## src/logic/pin_osc_irq_pkg.sv

```systemverilog
/*
 * Shared constants of the pin, oscillator and interrupt configuration bank:
 * register offsets, field positions, writable masks, reset values and
 * timing counts.
 * Assumes an 8-bit register port and a 20 MHz core clock.
 */
`default_nettype none

package pin_osc_irq_pkg;

    // ------------------------------------------------------------------
    // Register offsets
    // ------------------------------------------------------------------
    localparam logic [7:0] ADDR_IRQ_STATUS = 8'h01;
    localparam logic [7:0] ADDR_PIN_ALT = 8'h3C;
    localparam logic [7:0] ADDR_GENERAL = 8'h3D;
    localparam logic [7:0] ADDR_IRQ_ENABLE = 8'h3E;
    localparam logic [7:0] ADDR_IRQ_CLEAR = 8'h40;

    // ------------------------------------------------------------------
    // Writable bits and reset values
    // ------------------------------------------------------------------
    localparam logic [7:0] PIN_ALT_MASK = 8'hF9;
    localparam logic [7:0] GENERAL_MASK = 8'hE7;
    localparam logic [7:0] IRQ_MASK = 8'h17;
    localparam logic [7:0] PIN_ALT_RESET = 8'h00;
    localparam logic [7:0] GENERAL_RESET = 8'h00;
    localparam logic [7:0] IRQ_ENABLE_RESET = 8'h00;
    localparam logic [7:0] IRQ_STATUS_RESET = 8'h00;

    // ------------------------------------------------------------------
    // Field positions
    // ------------------------------------------------------------------
    localparam int PULL_100K_BIT = 7;
    localparam int COL0_ALT_BIT = 6;
    localparam int ROW4_ALT_BIT = 5;
    localparam int COL1_ALT_BIT = 4;
    localparam int ROW3_ALT_BIT = 3;
    localparam int ROW0_ALT_BIT = 0;
    localparam int OSC_ON_BIT = 7;
    localparam int CLK_SEL_MSB = 6;
    localparam int CLK_SEL_LSB = 5;
    localparam int SOFT_RESET_BIT = 2;
    localparam int RELEASE_ON_CLEAR_BIT = 1;
    localparam int RESET_PIN_IGNORE_BIT = 0;
    localparam int LOGIC_IRQ_BIT = 4;
    localparam int OVERFLOW_IRQ_BIT = 2;
    localparam int INPUT_CHANGE_IRQ_BIT = 1;
    localparam int EVENT_IRQ_BIT = 0;

    // ------------------------------------------------------------------
    // Timing
    // ------------------------------------------------------------------
    localparam int CLK_HZ = 20_000_000;
    localparam int BASE_OSC_HZ = 800_000;
    localparam int OSC_CYCLES = CLK_HZ / BASE_OSC_HZ;
    localparam int CORE_PERIOD_50K = OSC_CYCLES * 16;
    localparam int CORE_PERIOD_100K = OSC_CYCLES * 8;
    localparam int CORE_PERIOD_200K = OSC_CYCLES * 4;
    localparam int CORE_PERIOD_400K = OSC_CYCLES * 2;
    localparam int TICK_CNT_W = 9;
    localparam int RELEASE_TIME_US = 50;
    localparam int RELEASE_CYCLES = (RELEASE_TIME_US * (CLK_HZ / 1000)) / 1000;
    localparam int SOFT_RESET_WAIT_US = 200;

endpackage

`default_nettype wire

```

## src/logic/alt_pin_mux.sv

```systemverilog
/*
 * One pin's output selector: general-purpose drive or an alternate
 * function, registered so the pin sees no combinational glitch.
 * Assumes the select comes from a configuration register of the same clock.
 */
`timescale 1ns/1ps
`default_nettype none

module alt_pin_mux
(
    input wire logic core_clk_in,
    input wire logic rst_in,
    input wire logic alt_sel_in,
    input wire logic gpio_data_in,
    input wire logic gpio_oe_in,
    input wire logic alt_data_in,
    input wire logic alt_oe_in,
    output logic pin_data_out,
    output logic pin_oe_out
);

    logic pin_data_d;
    logic pin_oe_d;

    assign pin_data_d = alt_sel_in ? alt_data_in : gpio_data_in;
    assign pin_oe_d = alt_sel_in ? alt_oe_in : gpio_oe_in;

    always_ff @(posedge core_clk_in or posedge rst_in)
    begin
        if (rst_in)
        begin
            pin_data_out <= 1'b0;
            pin_oe_out <= 1'b0;
        end
        else
        begin
            pin_data_out <= pin_data_d;
            pin_oe_out <= pin_oe_d;
        end
    end

endmodule

`default_nettype wire

```

## src/logic/release_timer.sv

```systemverilog
/*
 * Fixed-length busy window: busy from the start cycle for COUNT cycles.
 * Assumes start and clear are synchronous one-cycle or level strobes.
 */
`timescale 1ns/1ps
`default_nettype none

module release_timer
#(
    parameter int COUNT = 1000
)
(
    input wire logic core_clk_in,
    input wire logic rst_in,
    input wire logic clr_in,
    input wire logic start_in,
    output logic busy_out
);

    localparam int CNT_W = $clog2(COUNT + 1);
    localparam logic [CNT_W-1:0] LOAD = CNT_W'(COUNT - 1);

    logic [CNT_W-1:0] cnt_q;
    logic [CNT_W-1:0] cnt_d;

    assign cnt_d = clr_in ? '0 :
                   start_in ? LOAD :
                   (cnt_q != '0) ? cnt_q - 1'b1 : cnt_q;
    // Busy already in the start cycle so the pin releases on the next edge
    assign busy_out = start_in || (cnt_q != '0);

    always_ff @(posedge core_clk_in or posedge rst_in)
    begin
        if (rst_in)
            cnt_q <= '0;
        else
            cnt_q <= cnt_d;
    end

endmodule

`default_nettype wire

```

## src/logic/pin_osc_irq_config_regs.sv

```systemverilog
/*
 * Configuration bank for pin alternate functions, core clock divider,
 * software and pin reset, and interrupt status, enable and pin control.
 * Assumes a synchronous 8-bit register port with read data one cycle
 * after the read strobe, and synchronous event and pin inputs.
 */
// What this block does
// Pull-strength bit selects 300k (0) or 100k (1) row pull-up.
// Column 0 alternate bit routes pulse output one to the pin.
// Row 4 alternate bit turns the pin into the reset output.
// Column 1 alternate bit routes pulse output two to the pin.
// Row 3 alternate bit feeds the pin into logic input C.
// Row 0 alternate bit drives logic output Y onto the pin.
// Oscillator bit turns the base oscillator on or off.
// Clock select divides base oscillator to 50, 100, 200, 400 kHz.
// Writing one to the soft reset bit resets the device.
// Host waits at least 200 us after soft reset before reprogramming.
// Clear with interrupt pending: hold pin, or release 50 us.
// Reset pin low resets unless the ignore bit is set.
// Logic enable gates the logic status flag onto the pin.
// Overflow enable gates the overflow flag onto the pin.
// Input-change enable gates the input-change flag onto the pin.
// Event enable gates the event flag onto the pin.
// Interrupt pin is OR of each flag ANDed with its enable.
// Reserved bits read as zero and ignore writes.
`timescale 1ns/1ps
`default_nettype none

module pin_osc_irq_config_regs
    import pin_osc_irq_pkg::*;
#(
    parameter int RELEASE_COUNT = RELEASE_CYCLES
)
(
    input wire logic core_clk_in,
    input wire logic rst_in,
    input wire logic reset_pin_n_in,
    input wire logic [7:0] reg_addr_in,
    input wire logic [7:0] reg_wdata_in,
    input wire logic reg_wr_in,
    input wire logic reg_rd_in,
    output logic [7:0] reg_rdata_out,
    input wire logic logic_irq_event_in,
    input wire logic overflow_irq_event_in,
    input wire logic input_change_irq_event_in,
    input wire logic key_event_irq_in,
    input wire logic gpio1_data_in,
    input wire logic gpio1_oe_in,
    input wire logic logic_output_y_in,
    input wire logic gpio4_data_in,
    input wire logic gpio4_oe_in,
    input wire logic row3_pin_in,
    input wire logic gpio5_data_in,
    input wire logic gpio5_oe_in,
    input wire logic reset_gen_in,
    input wire logic gpio7_data_in,
    input wire logic gpio7_oe_in,
    input wire logic pulse_output_one_in,
    input wire logic gpio8_data_in,
    input wire logic gpio8_oe_in,
    input wire logic pulse_output_two_in,
    output logic row0_pin_out,
    output logic row0_oe_out,
    output logic row3_pin_out,
    output logic row3_oe_out,
    output logic row4_pin_out,
    output logic row4_oe_out,
    output logic col0_pin_out,
    output logic col0_oe_out,
    output logic col1_pin_out,
    output logic col1_oe_out,
    output logic logic_input_c_out,
    output logic gpio4_in_out,
    output logic row_pull_100k_out,
    output logic oscillator_on_out,
    output logic core_tick_out,
    output logic core_reset_out,
    output logic int_n_out
);

    // ------------------------------------------------------------------
    // Register port decode
    // ------------------------------------------------------------------
    logic [7:0] pin_alt_q;
    logic [7:0] pin_alt_d;
    logic [7:0] general_q;
    logic [7:0] general_d;
    logic [7:0] irq_en_q;
    logic [7:0] irq_en_d;
    logic [7:0] status_q;
    logic [7:0] status_d;
    logic [7:0] rdata_d;
    logic [7:0] clr_bits;
    logic [7:0] set_bits;
    logic soft_reset_bit_q;
    logic soft_reset_bit_d;
    logic sreset;
    logic wr_pin_alt;
    logic wr_general;
    logic wr_irq_en;
    logic wr_irq_clr;

    // A reset in progress swallows writes, so nothing survives it
    assign wr_pin_alt = reg_wr_in && !sreset && (reg_addr_in == ADDR_PIN_ALT);
    assign wr_general = reg_wr_in && !sreset && (reg_addr_in == ADDR_GENERAL);
    assign wr_irq_en = reg_wr_in && !sreset &&
                       (reg_addr_in == ADDR_IRQ_ENABLE);
    assign wr_irq_clr = reg_wr_in && !sreset &&
                        (reg_addr_in == ADDR_IRQ_CLEAR);

    // ------------------------------------------------------------------
    // Device reset sources
    // ------------------------------------------------------------------
    assign soft_reset_bit_d = wr_general && reg_wdata_in[SOFT_RESET_BIT];
    assign sreset = soft_reset_bit_q ||
                    (!reset_pin_n_in &&
                     !general_q[RESET_PIN_IGNORE_BIT]);

    // ------------------------------------------------------------------
    // Configuration registers
    // ------------------------------------------------------------------
    assign pin_alt_d = sreset ? PIN_ALT_RESET :
                       wr_pin_alt ? (reg_wdata_in & PIN_ALT_MASK) :
                       pin_alt_q;
    // Soft reset bit self-clears: it is a command, not a state
    assign general_d = sreset ? GENERAL_RESET :
                       wr_general ? (reg_wdata_in & GENERAL_MASK &
                                     ~(8'h01 << SOFT_RESET_BIT)) :
                       general_q;
    assign irq_en_d = sreset ? IRQ_ENABLE_RESET :
                      wr_irq_en ? (reg_wdata_in & IRQ_MASK) :
                      irq_en_q;

    // ------------------------------------------------------------------
    // Interrupt status: set wins over a clear in the same cycle
    // ------------------------------------------------------------------
    assign set_bits = (8'(logic_irq_event_in) << LOGIC_IRQ_BIT) |
                      (8'(overflow_irq_event_in) << OVERFLOW_IRQ_BIT) |
                      (8'(input_change_irq_event_in) << INPUT_CHANGE_IRQ_BIT) |
                      (8'(key_event_irq_in) << EVENT_IRQ_BIT);
    assign clr_bits = wr_irq_clr ? (reg_wdata_in & IRQ_MASK) : 8'h00;
    assign status_d = sreset ? IRQ_STATUS_RESET :
                      ((status_q & ~clr_bits) | set_bits);

    // ------------------------------------------------------------------
    // Read path
    // ------------------------------------------------------------------
    assign rdata_d = !reg_rd_in ? 8'h00 :
                     (reg_addr_in == ADDR_PIN_ALT) ? pin_alt_q :
                     (reg_addr_in == ADDR_GENERAL) ? general_q :
                     (reg_addr_in == ADDR_IRQ_ENABLE) ? irq_en_q :
                     (reg_addr_in == ADDR_IRQ_STATUS) ? status_q :
                     8'h00;

    always_ff @(posedge core_clk_in or posedge rst_in)
    begin
        if (rst_in)
        begin
            pin_alt_q <= PIN_ALT_RESET;
            general_q <= GENERAL_RESET;
            irq_en_q <= IRQ_ENABLE_RESET;
            status_q <= IRQ_STATUS_RESET;
            soft_reset_bit_q <= 1'b0;
            reg_rdata_out <= 8'h00;
            core_reset_out <= 1'b0;
        end
        else
        begin
            pin_alt_q <= pin_alt_d;
            general_q <= general_d;
            irq_en_q <= irq_en_d;
            status_q <= status_d;
            soft_reset_bit_q <= soft_reset_bit_d;
            reg_rdata_out <= rdata_d;
            core_reset_out <= sreset;
        end
    end

    // ------------------------------------------------------------------
    // Interrupt pin
    // ------------------------------------------------------------------
    logic pending;
    logic release_start;
    logic release_busy;
    logic int_n_d;

    assign pending = |(status_d & irq_en_d);
    // Only a clear that leaves something enabled pending releases the pin
    assign release_start = wr_irq_clr && pending &&
                           general_q[RELEASE_ON_CLEAR_BIT];
    assign int_n_d = !(pending && !release_busy);

    release_timer #(
        .COUNT(RELEASE_COUNT)
    ) u_release_timer (
        .core_clk_in(core_clk_in),
        .rst_in(rst_in),
        .clr_in(sreset),
        .start_in(release_start),
        .busy_out(release_busy)
    );

    // ------------------------------------------------------------------
    // Core clock divider and static controls
    // ------------------------------------------------------------------
    logic [TICK_CNT_W-1:0] tick_cnt_q;
    logic [TICK_CNT_W-1:0] tick_cnt_d;
    logic [TICK_CNT_W-1:0] core_period;
    logic [1:0] clk_sel;
    logic tick_d;

    assign clk_sel = general_q[CLK_SEL_MSB:CLK_SEL_LSB];
    assign core_period = (clk_sel == 2'h0) ? TICK_CNT_W'(CORE_PERIOD_50K) :
                         (clk_sel == 2'h1) ? TICK_CNT_W'(CORE_PERIOD_100K) :
                         (clk_sel == 2'h2) ? TICK_CNT_W'(CORE_PERIOD_200K) :
                         TICK_CNT_W'(CORE_PERIOD_400K);
    // A faster setting may find the count past its end: wrap at once
    assign tick_d = general_q[OSC_ON_BIT] &&
                    (tick_cnt_q >= core_period - 1'b1);
    assign tick_cnt_d = (!general_q[OSC_ON_BIT] || tick_d) ? '0 :
                        tick_cnt_q + 1'b1;

    always_ff @(posedge core_clk_in or posedge rst_in)
    begin
        if (rst_in)
        begin
            tick_cnt_q <= '0;
            core_tick_out <= 1'b0;
            int_n_out <= 1'b1;
            oscillator_on_out <= 1'b0;
            row_pull_100k_out <= 1'b0;
            logic_input_c_out <= 1'b0;
            gpio4_in_out <= 1'b0;
        end
        else
        begin
            tick_cnt_q <= tick_cnt_d;
            core_tick_out <= tick_d;
            int_n_out <= int_n_d;
            oscillator_on_out <= general_d[OSC_ON_BIT];
            row_pull_100k_out <= pin_alt_d[PULL_100K_BIT];
            logic_input_c_out <= pin_alt_q[ROW3_ALT_BIT] &&
                                 row3_pin_in;
            gpio4_in_out <= !pin_alt_q[ROW3_ALT_BIT] && row3_pin_in;
        end
    end

    // ------------------------------------------------------------------
    // Pin alternate functions
    // ------------------------------------------------------------------
    alt_pin_mux u_row0 (
        .core_clk_in(core_clk_in),
        .rst_in(rst_in),
        .alt_sel_in(pin_alt_q[ROW0_ALT_BIT]),
        .gpio_data_in(gpio1_data_in),
        .gpio_oe_in(gpio1_oe_in),
        .alt_data_in(logic_output_y_in),
        .alt_oe_in(1'b1),
        .pin_data_out(row0_pin_out),
        .pin_oe_out(row0_oe_out)
    );

    // As logic input the row 3 driver must let go of the pin
    alt_pin_mux u_row3 (
        .core_clk_in(core_clk_in),
        .rst_in(rst_in),
        .alt_sel_in(pin_alt_q[ROW3_ALT_BIT]),
        .gpio_data_in(gpio4_data_in),
        .gpio_oe_in(gpio4_oe_in),
        .alt_data_in(1'b0),
        .alt_oe_in(1'b0),
        .pin_data_out(row3_pin_out),
        .pin_oe_out(row3_oe_out)
    );

    alt_pin_mux u_row4 (
        .core_clk_in(core_clk_in),
        .rst_in(rst_in),
        .alt_sel_in(pin_alt_q[ROW4_ALT_BIT]),
        .gpio_data_in(gpio5_data_in),
        .gpio_oe_in(gpio5_oe_in),
        .alt_data_in(reset_gen_in),
        .alt_oe_in(1'b1),
        .pin_data_out(row4_pin_out),
        .pin_oe_out(row4_oe_out)
    );

    alt_pin_mux u_col0 (
        .core_clk_in(core_clk_in),
        .rst_in(rst_in),
        .alt_sel_in(pin_alt_q[COL0_ALT_BIT]),
        .gpio_data_in(gpio7_data_in),
        .gpio_oe_in(gpio7_oe_in),
        .alt_data_in(pulse_output_one_in),
        .alt_oe_in(1'b1),
        .pin_data_out(col0_pin_out),
        .pin_oe_out(col0_oe_out)
    );

    alt_pin_mux u_col1 (
        .core_clk_in(core_clk_in),
        .rst_in(rst_in),
        .alt_sel_in(pin_alt_q[COL1_ALT_BIT]),
        .gpio_data_in(gpio8_data_in),
        .gpio_oe_in(gpio8_oe_in),
        .alt_data_in(pulse_output_two_in),
        .alt_oe_in(1'b1),
        .pin_data_out(col1_pin_out),
        .pin_oe_out(col1_oe_out)
    );
endmodule

`default_nettype wire

```

## config.mk

```make
export PLATFORM = sky130hd
export DESIGN_NAME = pin_osc_irq_config_regs
export DESIGN_NICKNAME = d
export VERILOG_FILES = /design/src/logic/pin_osc_irq_pkg.sv /design/src/logic/alt_pin_mux.sv /design/src/logic/release_timer.sv /design/src/logic/pin_osc_irq_config_regs.sv
export SDC_FILE = /design/constraint.sdc
export NUM_CORES = 1
export LEC_CHECK = 0
export BUFFER_PORTS_ARGS = -buffer_cell sky130_fd_sc_hd__buf_4
export CAP_MARGIN = 20
export CORE_MARGIN = 2
export CORE_UTILIZATION = 59
export DETAILED_ROUTE_END_ITERATION = 12
export PLACE_DENSITY = 0.84
export SETUP_SLACK_MARGIN = 0.02
export SLEW_MARGIN = 20
export SYNTH_ARGS = -nofsm -noshare
export SYNTH_HDL_FRONTEND = slang
export SYNTH_SLANG_ARGS = --single-unit
```

## constraint.sdc

```tcl
create_clock -name core_clk_in -period 6.1 [get_ports core_clk_in]
set_clock_uncertainty 0.05 [all_clocks]
set_input_delay 0.61 -clock core_clk_in [delete_from_list [all_inputs] [get_ports core_clk_in]]
set_output_delay 0.61 -clock core_clk_in [all_outputs]
set_load 0.01 [all_outputs]
```

==> results by group <==
Run status
  • Status: finished, final reports clean

Final layout
  • Antenna cell count: 0
  • Nets: 432
  • Post-Layout Cell Count: 455
  • Area Overhead vs Synth: 21.07%
  • Layout cells sized above 1: 26.89%

Timing
  • Max Slew Vio Count: 0
  • Worst slew margin: 42.21%
  • Min cycle time layout: 2.486 ns
  • Final setup vio count: 0
  • Final hold violation count: 0
  • Final WS setup: 3.614 ns
  • Period utilization: 40.75%
  • Slew @ Worst Pin: approximately 0.87 ns
  • Setup TNS: 0 ns
  • RSZ-0062 raised after global routing: false
  • Highest clock rate: 402.3 MHz

Power and ir drop
  • Static Leak: 1.985 nW
  • Peak supply drop: 0.1933 mV
  • Clock share of power: 32.1%
  • Design Power: 0.001119 W
  • Cell area power density: 275.5 mW/mm^2
  • Switch share: between 20 and 30%
  • Reg power frac: 49.3%
  • Logic pwr share: 18.6%
  • Internal: 0.0007992 W
  • Switching power: 0.0003199 W

Synth
  • Yosys warns: 0
  • Fraction of registers with async set/reset: 100.0%
  • Synth top area share: between 50% and 60%
  • Ranking of synthesized cells by area: dfrtp_1, ha_1, nand2_1, a21oi_1, mux2_2
  • Post-Syn Nets: 367
  • Yosys top cell by area: dfrtp_1
  • Post-synthesis sequential area ratio: 52.26%
  • Post-synthesis register bit count: 70
  • Cell count after synthesis: 313
  • Top FF cell, synth: dfrtp_1
  • Post-synth EDFFs: 0
  • Post-synth design cell area: 0.003354 sq mm
  • Synth Area per Inst: 10.72 sq um
  • Yosys cell types: 54

Clock network
  • Postcts setup bufs: 0
  • H-tree Lvls: 3
  • Post-CTS sizing: 0
  • Clock Pin Slew Worst Setup and Hold Paths: roughly 0.070 ns
  • CTS root buf: clkbuf_8
  • Clock Latency Late Sink: 0.34 ns
  • Hold Buf Count CTS: 0
  • Max clock buf depth: 2
  • CTS Buf Count: 9
  • TritonCTS Sinks: 70
  • CTS tree: done

Worst setup path
  • WP buf/inv: 2
  • Max FO, Critical Path: 9
  • Startpoint types: flip-flop
  • Family with the most delay on the worst path: compound AO/OA/AOI/OAI gates
  • CP max-delay cell: dfrtp_1
  • Crit path DAT: 2.70 ns
  • Crit-path max cell delay: 0.44 ns
  • CP endpoint kind: flip-flop
  • Critical Path RT: 6.31 ns
  • CP Class: flip-flop to flip-flop
  • Crit path cell chain: inv_1, ha_1, or2_2, inv_1, ha_1, a21o_1, a21oi_1, o2111ai_1, a21oi_1

Die
  • Initial core utilization: between 60% and 70%
  • Cell Rows: 27
  • I/O Pins: 65
  • Width of the die: 79.40 um
  • Height of the die: 79.40 um
  • Area of the die: 0.006304 sq mm
  • Core ar.: 0.005507 sq mm

Place
  • Placer Congestion: roughly 0.8
  • Pre-CTS setup slack: 3.468 ns
  • Buffers on Ports: 64
  • Placed cell count: 439
  • DP HPWL: 5089 um

GRT
  • Initial antenna violation count: 0
  • Vias in the first global route: 2665
  • Overflow after GRT: 0
  • Largest net degree at the start of global routing: 71
  • First-pass GRT wire length: 12120 um
  • GRT Overall Usage: between 20% and 30%

Route
  • Via count: around 2600
  • Via density: between 5 and 6
  • DRC: 0
  • Initial drt markers: about 190
  • Post-Route WL: around 7300 um
  • Routed WL per cell: 15.97 um
  • Drt pass-1 iters: 4
  • Post-route ant nets: 0

Min path
  • Hold crit path type: input pin to flip-flop

Flow run
  • MaxCap Viol Count: 0
-- power by group through the flow --
stage / sequential, W / clock [W] / combinational (W)
CTS: 0.000551 / 0.000363 / 0.000210
detailed placement: 0.000559 / 0 / 0.000206
floorplan: 0.000552 / 0 / 0.000146
global placement: 0.000556 / 0 / 0.000196
global route: 0.000556 / 0.000386 / 0.000240
finish: 0.000551 / 0.000359 / 0.000208
-- worst paths after layout --
check | startpoint | to | slack (ns) | cells past startpoint
max | general_q[5] | tick_cnt_q[4] | 3.61 | 9
min reg2reg | pin_alt_q[3] | gpio4_in_out | 0.46 | 1
max in group asynchronous | rst_in | tick_cnt_q[1] | 4.95 | 3
max reg2reg | general_q[5] | tick_cnt_q[4] | 3.61 | 9
min | gpio8_oe_in | u_col1.pin_oe_out | 0.40 | 2
min in group asynchronous | rst_in | gpio4_in_out | 0.46 | 3
-- state kept, by name, summed over array words and instances (netlist names) --
signal / flops
irq_en_q: 8
u_col0.pin_oe_out: 1
reg_rdata_out: 8
core_reset_out: 1
u_row0.pin_data_out: 1
u_row3.pin_oe_out: 1
u_row3.pin_data_out: 1
u_row4.pin_oe_out: 1
logic_input_c_out: 1
tick_cnt_q: 9
u_col1.pin_oe_out: 1
general_q: 5
int_n_out: 1
status_q: 8
pin_alt_q: 6
u_row0.pin_oe_out: 1
core_tick_out: 1
soft_reset_bit_q: 1
u_row4.pin_data_out: 1
u_col1.pin_data_out: 1
u_release_timer.cnt_q: 10
gpio4_in_out: 1
u_col0.pin_data_out: 1
-- cell type report --
type	instances	area, sq um
clock inverter	7	65.06
fill	394	1445
tap	72	90.09
clock buffer	9	123.9
sequential	70	1753
timing repair buffer	65	488.0
multi-input combinational	221	1500
inverter	11	41.29
-- per-stage QoR --
step	instance area (sq um)	utilization, %	hold WS (ns)
after floorplan	3354	-	0.4228
after global placement	3872	70.32	0.4526
after detailed placement	3872	70.32	0.4514
after CTS	4061	73.76	0.3961
after global routing	4061	73.76	0.3935
final	4061	73.76	0.4019
-- kinds of logic after synthesis --
kind of cell | Yosys count | share of synthesized area (%)
buffers and inverters | 22 | 3.021
multiplexers | 16 | 5.073
adder cells (fa/ha/maj) | 14 | 5.222
flip-flops | 70 | 52.26
AND/OR/NAND/NOR | 115 | 19.10
XOR/XNOR | 13 | 3.394
AO/OA/AOI/OAI | 63 | 11.94
-- placed cells by master (no fill, tap or decap), drive strengths merged, types with 8 or more instances in the layout --
cell     n
buf     65
o21ai   15
mux2i    8
and2    10
a21oi   20
nand3    8
xor2     9
nand2   31
inv     10
dfrtp   69
nor2    14
mux2     8
ha      14
clkbuf   9
nor2b   12
-- layer usage --
layer | track usage, % | up-vias | share of wire [%]
met2 | 44.49 | 85 | 52
li1 | - | 1224 | -
met3 | 4.299 | 10 | 5.8
met5 | 0 | - | 0
met1 | 31.07 | 1257 | 42
met4 | 8.103 | 0 | 0.94
-- cell usage after synthesis (4+ instances only) --
| library cell | number |
|---|---|
| and3_1 | 7 |
| inv_1 | 10 |
| nor2b_1 | 12 |
| a21oi_1 | 20 |
| mux2i_1 | 8 |
| nand2b_1 | 4 |
| o21ai_0 | 15 |
| ha_1 | 14 |
| clkbuf_1 | 6 |
| dfrtp_1 | 69 |
| mux2_2 | 8 |
| nand3_1 | 8 |
| a22oi_1 | 5 |
| xor2_1 | 9 |
| nor2_1 | 14 |
| xnor2_1 | 4 |
| or2_2 | 5 |
| and2_1 | 9 |
| nand2_1 | 31 |
Power figures use the tool's default switching activity.
